### src/inc/gtp_pkg.sv
/*
 * Shared constants and carrier types for the generator trip protection block.
 * Assumes measurement front ends deliver scaled 16-bit values on the core clock.
 */
package gtp_pkg;
    localparam int CLK_HZ     = 25_000_000;
    localparam int PERIOD_MS  = 10;
    localparam int PERIOD_CYC = CLK_HZ / 1000 * PERIOD_MS;
    localparam int COOL_S     = 60;
    localparam int COOL_TICKS = COOL_S * 1000 / PERIOD_MS;
    // earth fault and short circuit time multipliers are held in thousandths
    localparam int K_SCALE    = 1000;
    localparam int EF_K_MILLI = 400;
    localparam int SC_K_MILLI = 10;
    localparam int EF_STEP    = PERIOD_MS * K_SCALE;
    localparam int OC_COOL_SH = 6;

    localparam int TR_HC   = 0;
    localparam int TR_AUX  = 1;
    localparam int TR_KW   = 2;
    localparam int TR_EF   = 3;
    localparam int TR_FUEL = 4;
    localparam int TR_UF   = 5;
    localparam int TR_UV   = 6;
    localparam int TR_LINK = 7;
    localparam int TR_USPD = 8;
    localparam int TR_SC   = 9;
    localparam int TR_N    = 10;

    localparam int SD_HC  = 0;
    localparam int SD_EF  = 1;
    localparam int SD_SC  = 2;
    localparam int SD_LDV = 3;
    localparam int SD_LDF = 4;
    localparam int SD_N   = 5;

    typedef enum logic [1:0] {SEQ_IDLE, SEQ_SHED, SEQ_COOL, SEQ_STOP} gtp_seq_t;

    typedef struct packed {
        logic [15:0] ph_a, ph_b, ph_c, earth, kw, volt, freq, speed, fuel;
        logic [15:0] ef_curve, sc_curve;
    } gtp_meas_t;

    typedef struct packed {
        logic [15:0] oc_trip, oc_mult, ef_set, sc_set, kw_lim, fuel_lim;
        logic [15:0] load_volt, load_freq, uv_lim, uf_lim, us_lim;
        logic        imm_warn_en, latch_warn, curve_en, hc_trip;
        logic        ef_en, ef_trip, sc_en, sc_trip, prot_dis;
    } gtp_cfg_t;

    typedef struct packed {
        logic [TR_N-1:0] trip_lat;
        logic [SD_N-1:0] shut_lat;
        logic            hc_warn;
        logic            prot_dis_ind;
    } gtp_stat_t;
endpackage

### src/design/gtp_protect.sv
/*
 * Generator trip protection: latching trips and shutdowns, high current
 * warning and inverse_time_curve accumulators, and the shed/cool/stop order.
 * Assumes measurements and config are on core_clk_i; aux and stop/reset
 * arrive from pins. Curve bases for earth fault and short circuit
 * (0.14/((I/Is)^0.02-1), in ms) come from the measurement front end.
 */
// Functional notes
// RL1: trip drops close, cools, then stops engine
// RL2: alarms latch until fault gone and reset
// RL3: high current warns, escalates after long overload
// RL4: aux trip input raises trip, selects message
// RL5: total kW above limit raises trip
// RL6: earth current above setting raises trip
// RL7: fuel usage above limit raises trip
// RL8: loading voltage missed at safety end: shutdown
// RL9: loading frequency missed at safety end: shutdown
// RL10: protections disabled: indicate, log, keep running
// RL11: frequency below limit raises trip
// RL12: voltage below limit raises trip
// RL13: incompatible link module raises compatibility trip
// RL14: speed below limit raises underspeed trip
// RL15: immediate warning at trip level, self clears
// RL16: inverse time expiry raises configured action
// RL17: overcurrent delay is t over squared excess
// RL18: accumulator cools so repeat overload trips sooner
// RL19: earth fault inverse time gives configured action
// RL20: short circuit uses same formula, smaller multiplier
// RL21: delay is K times curve base
// RL22: earth fault multiplier defaults to 0.4
// RL23: accumulators step once per measurement period
`timescale 1ns/1ps
module gtp_protect #(
    parameter int PERIOD_CYC = gtp_pkg::PERIOD_CYC,
    parameter int COOL_TICKS = gtp_pkg::COOL_TICKS,
    parameter int NAUX       = 4,
    parameter int EF_K       = gtp_pkg::EF_K_MILLI,
    parameter int SC_K       = gtp_pkg::SC_K_MILLI
) (
    input  wire logic                 core_clk_i,       // core clock
    input  wire logic                 rst_b_i,          // sync reset, low
    input  wire gtp_pkg::gtp_meas_t   meas_i,           // measurements
    input  wire gtp_pkg::gtp_cfg_t    cfg_i,            // configuration
    input  wire logic                 running_i,        // engine running
    input  wire logic                 safety_done_i,    // safety timer over
    input  wire logic                 link_incompat_i,  // bad link module
    input  wire logic                 close_req_i,      // close wanted
    input  wire logic                 stop_reset_pin_i, // stop/reset pin
    input  wire logic [NAUX-1:0]      aux_pin_i,        // aux input pins
    input  wire logic [NAUX-1:0]      aux_trip_cfg_i,   // aux is a trip
    output logic                      gen_close_o,      // close generator
    output logic                      cool_run_o,       // cooling timer on
    output logic                      engine_stop_o,    // stop engine
    output logic [$clog2(NAUX)-1:0]   aux_msg_o,        // aux message index
    output logic                      aux_msg_vld_o,    // aux message valid
    output logic                      log_evt_o,        // log event pulse
    output gtp_pkg::gtp_stat_t        stat_o            // alarm status
);
    localparam int DW = $clog2(PERIOD_CYC);
    localparam int CW = $clog2(COOL_TICKS + 1);
    localparam int AW = $clog2(NAUX);

    typedef struct packed {
        logic [NAUX:0]        s1, s2, s3, filt;
        logic [DW-1:0]        div;
        logic                 tick;
        logic [47:0]          oc_acc;
        logic [31:0]          ef_acc, sc_acc;
        logic [gtp_pkg::TR_N-1:0] tr;
        logic [gtp_pkg::SD_N-1:0] sd;
        logic                 warn;
        gtp_pkg::gtp_seq_t    seq;
        logic [CW-1:0]        cool;
        logic                 close, stop, log;
        logic [AW-1:0]        msg;
        logic                 msg_vld;
    } gtp_state_t;

    gtp_state_t st;
    gtp_state_t next_st;

    logic [15:0]               imax;
    logic [15:0]               excess;
    logic [31:0]               sq;
    logic [47:0]               oc_thr;
    logic                      oc_over, oc_reach, oc_exp;
    logic [31:0]               ef_thr, sc_thr;
    logic                      ef_over, sc_over, ef_exp, sc_exp;
    logic [gtp_pkg::TR_N-1:0]  tr_set, tr_pres;
    logic [gtp_pkg::SD_N-1:0]  sd_set, sd_pres;
    logic [NAUX-1:0]           aux_hit;
    logic [AW-1:0]             aux_idx;
    logic                      clr, trip_act, shut_act;

    // earth fault / short circuit step: reset when healthy, hold at expiry
    function automatic logic [31:0] gtp_step(input logic [31:0] acc,
                                             input logic run, input logic done);
        if (!run)
            return 32'h0000_0000;
        if (done)
            return acc;
        return acc + 32'(gtp_pkg::EF_STEP); // RL21
    endfunction

    assign imax = (meas_i.ph_a >= meas_i.ph_b && meas_i.ph_a >= meas_i.ph_c) ? meas_i.ph_a :
                  (meas_i.ph_b >= meas_i.ph_c) ? meas_i.ph_b : meas_i.ph_c;
    assign oc_over  = imax > cfg_i.oc_trip;
    assign oc_reach = imax >= cfg_i.oc_trip;
    assign excess   = imax - cfg_i.oc_trip;
    assign sq       = 32'(excess) * 32'(excess);
    // trip when sum of squared excess reaches t*It^2: T = t/(Ia/It-1)^2
    assign oc_thr   = 48'(cfg_i.oc_mult) * 48'(cfg_i.oc_trip) * 48'(cfg_i.oc_trip); // RL17
    assign oc_exp   = st.oc_acc >= oc_thr;
    assign ef_over  = meas_i.earth > cfg_i.ef_set;
    assign sc_over  = imax > cfg_i.sc_set;
    assign ef_thr   = 32'(EF_K) * 32'(meas_i.ef_curve); // RL22
    assign sc_thr   = 32'(SC_K) * 32'(meas_i.sc_curve); // RL20
    assign ef_exp   = st.ef_acc >= ef_thr;
    assign sc_exp   = st.sc_acc >= sc_thr;
    assign aux_hit  = st.filt[NAUX-1:0] & aux_trip_cfg_i;
    assign clr      = st.filt[NAUX];
    assign trip_act = (|st.tr) & ~cfg_i.prot_dis;
    assign shut_act = (|st.sd) & ~cfg_i.prot_dis;

    always_comb begin
        aux_idx = '0;
        for (int i = NAUX - 1; i >= 0; i--) begin
            if (aux_hit[i]) begin
                aux_idx = AW'(i);
            end
        end
    end

    always_comb begin
        tr_set = '0;
        sd_set = '0;
        tr_set[gtp_pkg::TR_HC]   = cfg_i.curve_en & cfg_i.hc_trip & oc_exp; // RL16
        tr_set[gtp_pkg::TR_AUX]  = |aux_hit; // RL4
        tr_set[gtp_pkg::TR_KW]   = meas_i.kw > cfg_i.kw_lim; // RL5
        tr_set[gtp_pkg::TR_EF]   = cfg_i.ef_en & cfg_i.ef_trip & ef_exp; // RL6
        tr_set[gtp_pkg::TR_FUEL] = meas_i.fuel > cfg_i.fuel_lim; // RL7
        tr_set[gtp_pkg::TR_UF]   = running_i & (meas_i.freq < cfg_i.uf_lim); // RL11
        tr_set[gtp_pkg::TR_UV]   = running_i & (meas_i.volt < cfg_i.uv_lim); // RL12
        tr_set[gtp_pkg::TR_LINK] = link_incompat_i; // RL13
        tr_set[gtp_pkg::TR_USPD] = running_i & (meas_i.speed < cfg_i.us_lim); // RL14
        tr_set[gtp_pkg::TR_SC]   = cfg_i.sc_en & cfg_i.sc_trip & sc_exp;
        sd_set[gtp_pkg::SD_HC]   = cfg_i.curve_en & ~cfg_i.hc_trip & oc_exp; // RL3
        sd_set[gtp_pkg::SD_EF]   = cfg_i.ef_en & ~cfg_i.ef_trip & ef_exp; // RL19
        sd_set[gtp_pkg::SD_SC]   = cfg_i.sc_en & ~cfg_i.sc_trip & sc_exp;
        sd_set[gtp_pkg::SD_LDV]  = safety_done_i & (meas_i.volt <= cfg_i.load_volt); // RL8
        sd_set[gtp_pkg::SD_LDF]  = safety_done_i & (meas_i.freq <= cfg_i.load_freq); // RL9
        // inverse-time alarms count as present while the current is over
        tr_pres = tr_set;
        sd_pres = sd_set;
        tr_pres[gtp_pkg::TR_HC] = oc_over;
        tr_pres[gtp_pkg::TR_EF] = ef_over;
        tr_pres[gtp_pkg::TR_SC] = sc_over;
        sd_pres[gtp_pkg::SD_HC] = oc_over;
        sd_pres[gtp_pkg::SD_EF] = ef_over;
        sd_pres[gtp_pkg::SD_SC] = sc_over;
    end

    always_comb begin
        next_st = st;
        next_st.s1 = {stop_reset_pin_i, aux_pin_i};
        next_st.s2 = st.s1;
        next_st.s3 = st.s2;
        next_st.filt = (st.s2 & ~(st.s2 ^ st.s3)) | (st.filt & (st.s2 ^ st.s3));

        next_st.tick = 1'b0;
        if (st.div == DW'(PERIOD_CYC - 1)) begin
            next_st.div  = '0;
            next_st.tick = 1'b1;
        end else begin
            next_st.div = st.div + 1'b1;
        end

        if (st.tick) begin // RL23
            if (cfg_i.curve_en && oc_over) begin
                if (!oc_exp) begin
                    next_st.oc_acc = st.oc_acc + 48'(sq); // RL16
                end
            end else if (st.oc_acc != 48'h0) begin
                // exponential decay keeps heat from a recent overload
                next_st.oc_acc = st.oc_acc - (st.oc_acc >> gtp_pkg::OC_COOL_SH)
                                 - 48'h1; // RL18
            end
            next_st.ef_acc = gtp_step(st.ef_acc, cfg_i.ef_en & ef_over, ef_exp); // RL19
            next_st.sc_acc = gtp_step(st.sc_acc, cfg_i.sc_en & sc_over, sc_exp); // RL20
        end

        // set wins over a reset in the same cycle
        next_st.tr = tr_set | (st.tr & ~({gtp_pkg::TR_N{clr}} & ~tr_pres)); // RL2
        next_st.sd = sd_set | (st.sd & ~({gtp_pkg::SD_N{clr}} & ~sd_pres)); // RL2
        next_st.log = cfg_i.prot_dis &
                      (|((tr_set & ~st.tr) | (sd_set & ~st.sd))); // RL10
        next_st.warn = cfg_i.imm_warn_en &
                       (oc_reach | (cfg_i.latch_warn & st.warn & ~clr)); // RL15

        if (|aux_hit) begin
            next_st.msg = aux_idx; // RL4
        end
        next_st.msg_vld = |aux_hit;

        unique case (st.seq)
            gtp_pkg::SEQ_IDLE: begin
                if (trip_act) begin
                    next_st.seq = gtp_pkg::SEQ_SHED; // RL1
                end
            end
            gtp_pkg::SEQ_SHED: begin
                next_st.seq  = gtp_pkg::SEQ_COOL;
                next_st.cool = '0;
            end
            gtp_pkg::SEQ_COOL: begin
                if (!trip_act) begin
                    next_st.seq = gtp_pkg::SEQ_IDLE;
                end else if (st.tick) begin
                    if (st.cool == CW'(COOL_TICKS - 1)) begin
                        next_st.seq = gtp_pkg::SEQ_STOP; // RL1
                    end else begin
                        next_st.cool = st.cool + 1'b1;
                    end
                end
            end
            gtp_pkg::SEQ_STOP: begin
                if (!trip_act) begin
                    next_st.seq = gtp_pkg::SEQ_IDLE;
                end
            end
        endcase

        next_st.stop  = shut_act | (next_st.seq == gtp_pkg::SEQ_STOP); // RL1
        next_st.close = close_req_i & ~shut_act &
                        (next_st.seq == gtp_pkg::SEQ_IDLE); // RL1
    end

    always_ff @(posedge core_clk_i) begin
        if (!rst_b_i) begin
            st <= '0;
        end else begin
            st <= next_st;
        end
    end

    assign gen_close_o         = st.close;
    assign cool_run_o          = st.seq == gtp_pkg::SEQ_COOL;
    assign engine_stop_o       = st.stop;
    assign aux_msg_o           = st.msg;
    assign aux_msg_vld_o       = st.msg_vld;
    assign log_evt_o           = st.log;
    assign stat_o.trip_lat     = st.tr;
    assign stat_o.shut_lat     = st.sd;
    assign stat_o.hc_warn      = st.warn;
    assign stat_o.prot_dis_ind = cfg_i.prot_dis;
endmodule

### config.mk
export PLATFORM = sky130hd
export DESIGN_NAME = gtp_protect
export DESIGN_NICKNAME = d
export VERILOG_FILES = /design/src/inc/gtp_pkg.sv /design/src/design/gtp_protect.sv
export SDC_FILE = /design/constraint.sdc
export NUM_CORES = 2
export LEC_CHECK = 0
export ABC_CLOCK_PERIOD_IN_PS = 32900
export BUFFER_PORTS_ARGS = -buffer_cell sky130_fd_sc_hd__buf_2
export CORE_ASPECT_RATIO = 0.7
export CORE_MARGIN = 3
export CORE_UTILIZATION = 30
export DETAILED_ROUTE_END_ITERATION = 6
export SLEW_MARGIN = 20
export SYNTH_ARGS = -nofsm -noshare
export SYNTH_HDL_FRONTEND = slang
export SYNTH_SLANG_ARGS = --single-unit
### constraint.sdc
create_clock -name core_clk_i -period 32.9 [get_ports core_clk_i]
set_input_delay 6.58 -clock core_clk_i [delete_from_list [all_inputs] [get_ports core_clk_i]]
set_output_delay 6.58 -clock core_clk_i [all_outputs]
set_load 0.02 [all_outputs]
# After elaboration in Yosys (flattened, before gate mapping)
# Index checks and enable logic that the tools add are counted.
[totals]
in_bits = 376
elab_cells = 171
reg_bits = 188
out_inout_bits = 24
[classes]
mux = 37
n_mul = 5
addsub = 8
reduce_logical = 16
bitwise = 57
n_lt_le_gt_ge = 17
eq_ne = 12
[op_table]
columns = ["op", "n"]
rows = [
  ["$mux 32", 8],
  ["$mux 48", 3],
  ["$gt 16x16->1", 5],
  ["$add 32x14->32 const B", 2],
  ["$ge 16x16->1", 4],
  ["$mul 16x16->32", 2],
  ["$add 48x32->48", 1],
  ["$ge 48x48->1", 1],
  ["$lt 16x16->1", 3],
  ["$mul 32x16->48", 1],
  ["$reduce_bool 48->1", 1],
  ["$sub 48x1->48 const B", 1],
  ["$sub 48x42->48", 1],
  ["$ge 32x20->1", 1],
  ["$ge 32x25->1", 1],
  ["$le 16x16->1", 2],
  ["$mux 16", 2],
  ["$and 10x10->10", 3],
  ["$not 10->10", 3],
  ["$and 1x1->1", 27],
  ["$mux 13", 2],
  ["$pmux 13 s2", 1],
  ["$mul 5x16->21 const A", 1],
  ["$and 5x5->5", 4],
  ["other kinds (34)", 72],
]

# Depth between registers and ports, before layout
[logic_depth]
depth_word = 11
ltp_mapped = 61
mapped_depth_nobuf = 57

# Worst setup path before layout
# No wires, ideal clock.
[synth_path]
path_type = "input port to flip-flop"
start = "in cfg_i[171] in the netlist's numbering"
end = "reg st[144] in the netlist's numbering"
t_arrival_ps = 20153
required_ps = 32828
setup_time_ps = 72
path_stages = 54
setup_slack_ps = 12675
path_buffers = 4
cell_sequence = "clkbuf_1 -> clkbuf_1 -> nand2_1 -> fa_1 -> fa_1 -> fa_1 -> inv_1 -> fa_1 -> fa_1 -> inv_1 -> fa_1 -> inv_1 -> ha_1 -> and3_1 -> a211o_1 -> a211oi_1 -> o221a_2 -> a21oi_1 -> [18 not listed] -> nor2_1 -> nand2_1 -> o21ai_1 -> o21ai_0 -> a2111oi_0 -> o21bai_1 -> xnor2_1 -> ha_1 -> a21oi_1 -> o21ai_0 -> a221o_1 -> a311oi_1 -> a22oi_1 -> or3_4 -> and2_4 -> buf_6 -> o41ai_2 -> mux2i_1"
[synth_via]
elab_chain_cells = 5
elab_cells_between_ends = 13
classes_between = "add/sub (2); mul (3); order compare (2); eq/ne (1); mux (2); reduce/logical (3)"
[synth_rtl]
columns = ["item", "line_no", "text"]
rows = [
  ["from (decl)", "gtp_protect.sv:43", "input wire gtp_pkg::gtp_cfg_t cfg_i,"],
  ["$mul 16x16->32 / $sub 16x16->16 (equally long branches)", "gtp_protect.sv:112, gtp_protect.sv:109", ""],
  ["$mul 32x16->48 / $mul 16x16->32 (equally long branches)", "gtp_protect.sv:112, gtp_protect.sv:110", ""],
  ["$ge 48x48->1 / $add 48x32->48 (equally long branches)", "gtp_protect.sv:113, gtp_protect.sv:181", ""],
  ["$ne 2x2->1 (no line) / $mux 48 (equally long branches)", "n/a", ""],
  ["$reduce_and 3->1 (no line) / $mux 48 (equally long branches)", "n/a", ""],
  ["to (signal assigned)", "gtp_protect.sv:242", "st <= next_st;"],
  ["to (decl)", "gtp_protect.sv:79", "gtp_state_t st;"],
]
# Parallel ways exist; a longest one is shown, timed or not. The select of a mux whose other input is x is not followed.
# A chain may end at the register's enable or synchronous reset.

# Worst setup path after layout
[layout_path]
start = "in cfg_i[176] in the netlist's numbering"
end = "reg st[142] in the netlist's numbering"
# The elaborated chain is that of the path after synthesis.

==> results.py <==
metrics = {
    "worst_setup_path": {
        "rr_endpoint": "st[141]",
        "r2r-start": "st[113]",
        "arrival_ps": 22000,
        "endpoint_kind": "flop",
        "required_ps": 33180,
        "crit_top_cell": "fa_1",
        "rr_worst_depth": 18,
        "critPathSlowestCell": "fa_1",
        "rrSetupSlack_ps": 26670,
        "start_kind": "input pin",
        "crit_fanout": 49,
        "cpPeakStageDelay_ps": 560,
        "critical_path_class": "in -> reg",
    },
    "cells_and_area": {
        "syn_to_final_growth_pct": 9.80,
        "final_area_um2": 57500,
        "stdcell_count": 8895,
        "nets": 8498,
        "layout-drive-gt1-share": 0.0844,
    },
    "yosys": {
        "ys_ff_latch": 180,
        "yosysSeqAreaShare": 0.0688,
        "yosysMostFrequentCell": "inv_1",
        "synth_xor_area_frac": 0.0386,
        "async_reset_ff_frac": 0,
        "synth.avg_cell_area_um2": 8.31,
        "syn_inst": 6306,
        "synth_area_leaders": "fa_1, ha_1, inv_1, dfxtp_1, nand2_1",
        "synth_mux_area_frac": 0.00864,
        "synthAdderAreaFrac": 0.491,
        "synth-simple-area-share": 0.165,
        "synth_top_family_by_area": "adder cells",
        "synth-compound-area-share": 0.115,
        "ys_warn_count": 0,
        "synth_largest_area_cell": "fa_1",
        "synth.distinct_cells": 86,
        "synth.net_count": 8245,
        "yosys-top-cells-count": "inv_1, fa_1, ha_1",
        "ys.flop_type": "dfxtp_1",
        "synth.top_cell.area_share": 0.314,
        "synth_edf_count": 0,
        "synth_area_um2": 52400,
    },
    "grt": {
        "grt-ovfl-total": 0,
        "antenna_found_initial": 5,
        "grt_pass1_wl_um": 252000,
        "grt_start_max_net_pins": 54,
        "grt_pass1_vias": 44000,
        "grt_usage": 0.175,
    },
    "drt": {
        "detail_route.wl_per_cell_um": 17.7,
        "drcViolationCount": 0,
        "drt-initial-drc-count": 3370,
        "wl_um": 158000,
        "ant_nets": 0,
        "dr.pass1.iters": 7,
        "vias_per_cell": 4.89,
        "vias": 43500,
    },
    "min_path": {
        "whs_path_depth": 2,
        "hold_path.class": "reg -> reg",
        "min_from": "st[100]",
        "hold_end": "st[100]",
    },
    "cts": {
        "cts_max_level": 4,
        "clk_pin_slew_ps": 70,
        "clock_sinks": 180,
        "cts_root_buf": "clkbuf_16",
        "clk_latency_ps": 450,
        "postCtsResizedCells": 0,
        "clk_path_buf_depth": 2,
        "postCtsSetupBuffers": 0,
        "cts_hold_buf": 0,
        "cts_inserted_buffers": 17,
        "cts_tree": "built",
    },
    "sta": {
        "skew_ps": 24.5,
        "relSlewSlack": 0.265,
        "finalSetupTns_ps": 0,
        "period_share": 0.660,
        "tightestPinTransition_ps": 1100,
        "rsz0062_at_grt": "false",
        "fmax_ghz": 0.0460,
        "fin_crit_ps": 21720,
        "finalMaxSlewViolations": 0,
        "setup_violations": 0,
        "hold_viol_final": 0,
    },
    "place": {
        "dpl.cell_count": 8862,
        "portBuffers": 399,
        "dpl.hpwl_um": 130000,
        "place_area_um2": 56900,
        "routabilityCongestion": 0.980,
    },
    "run": {
        "drv_cap": 0,
    },
    "floorplan": {
        "rows": 127,
        "dieArea_um2": 180000,
        "core_um2": 172000,
        "die_y_um": 356,
        "ios": 400,
        "start_util": 0.304,
        "fp.dieW_um": 506,
    },
    "status": {
        "run_status": "completed",
    },
}
==> metrics by stage <==
stage | utilization | setup slack [ps] | hold WS [ps]
after global placement | 0.330 | 11240 | 414
final | 0.334 | 11180 | 434
after detailed placement | 0.330 | 10910 | 418
after floorplan | - | 12680 | 408
after global routing | 0.334 | 10230 | 460
after CTS | 0.334 | 11350 | 429
==> flip-flops by register name (all words and copies together), names as in the netlist <==
register       flops
st               147
stat_o            16
next_st           10
aux_msg_o          2
aux_msg_vld_o      1
clr                1
engine_stop_o      1
gen_close_o        1
log_evt_o          1
==> cell usage in the layout (no fill, tap or decap), drive strengths merged, types with 125 or more instances in the layout <==
cell type	n
a21o	147
a21oi	305
and2	301
buf	451
dfxtp	180
fa	821
ha	742
inv	1345
nand2	725
nor2	277
o21ai	173
xnor2	125
==> metal layers <==
layer / up-vias / GRT usage / routed length (um)
li1: 20600 / - / -
met1: 21500 / 0.270 / 78400
met2: 1341 / 0.257 / 65900
met3: 102 / 0.0313 / 11700
met4: 2 / 0.0207 / 1540
met5: - / 0 / 13
==> worst max-delay path: cells and delay by family <==
family	cells	cell delay (ps)
buf+inv	11	1330
xor+xnor	2	270
compound gates	16	4200
fa+ha+maj	15	7170
simple gates	11	2380
==> kinds of logic after synthesis <==
family / Yosys count
buffers and inverters: 1564
and+or+nand+nor: 1791
DFF: 180
xor gates and xnor gates: 231
AOI/OAI and AO/OA: 934
adders and majority gates: 1563
muxes: 43
==> how the worst max path moves through the flow <==
stage	start	to	slack (ps)	cells after the start
after floorplan	cfg_i[171]	st[144]	12680	54
after global placement	cfg_i[176]	st[148]	11240	54
after detailed placement	cfg_i[176]	st[144]	10910	55
after CTS	cfg_i[176]	st[144]	11350	55
after global routing	cfg_i[176]	st[142]	10230	55
final	cfg_i[176]	st[142]	11180	55
==> cell type report <==
| type | count | area [um2] |
|---|---|---|
| Fill cell | 18000 | 115000 |
| Sequential cell | 180 | 3600 |
| Clock inverter | 14 | 185 |
| Tap cell | 2322 | 2910 |
| Clock buffer | 18 | 439 |
| Antenna cell | 1 | 2.50 |
| Inverter | 1347 | 5060 |
| Timing Repair Buffer | 451 | 2390 |
| Multi-Input combinational cell | 4562 | 43000 |
Power is left out: the tool's default activity adds up to more than one toggle a clock period on the data nets, which glitch-free logic cannot reach.
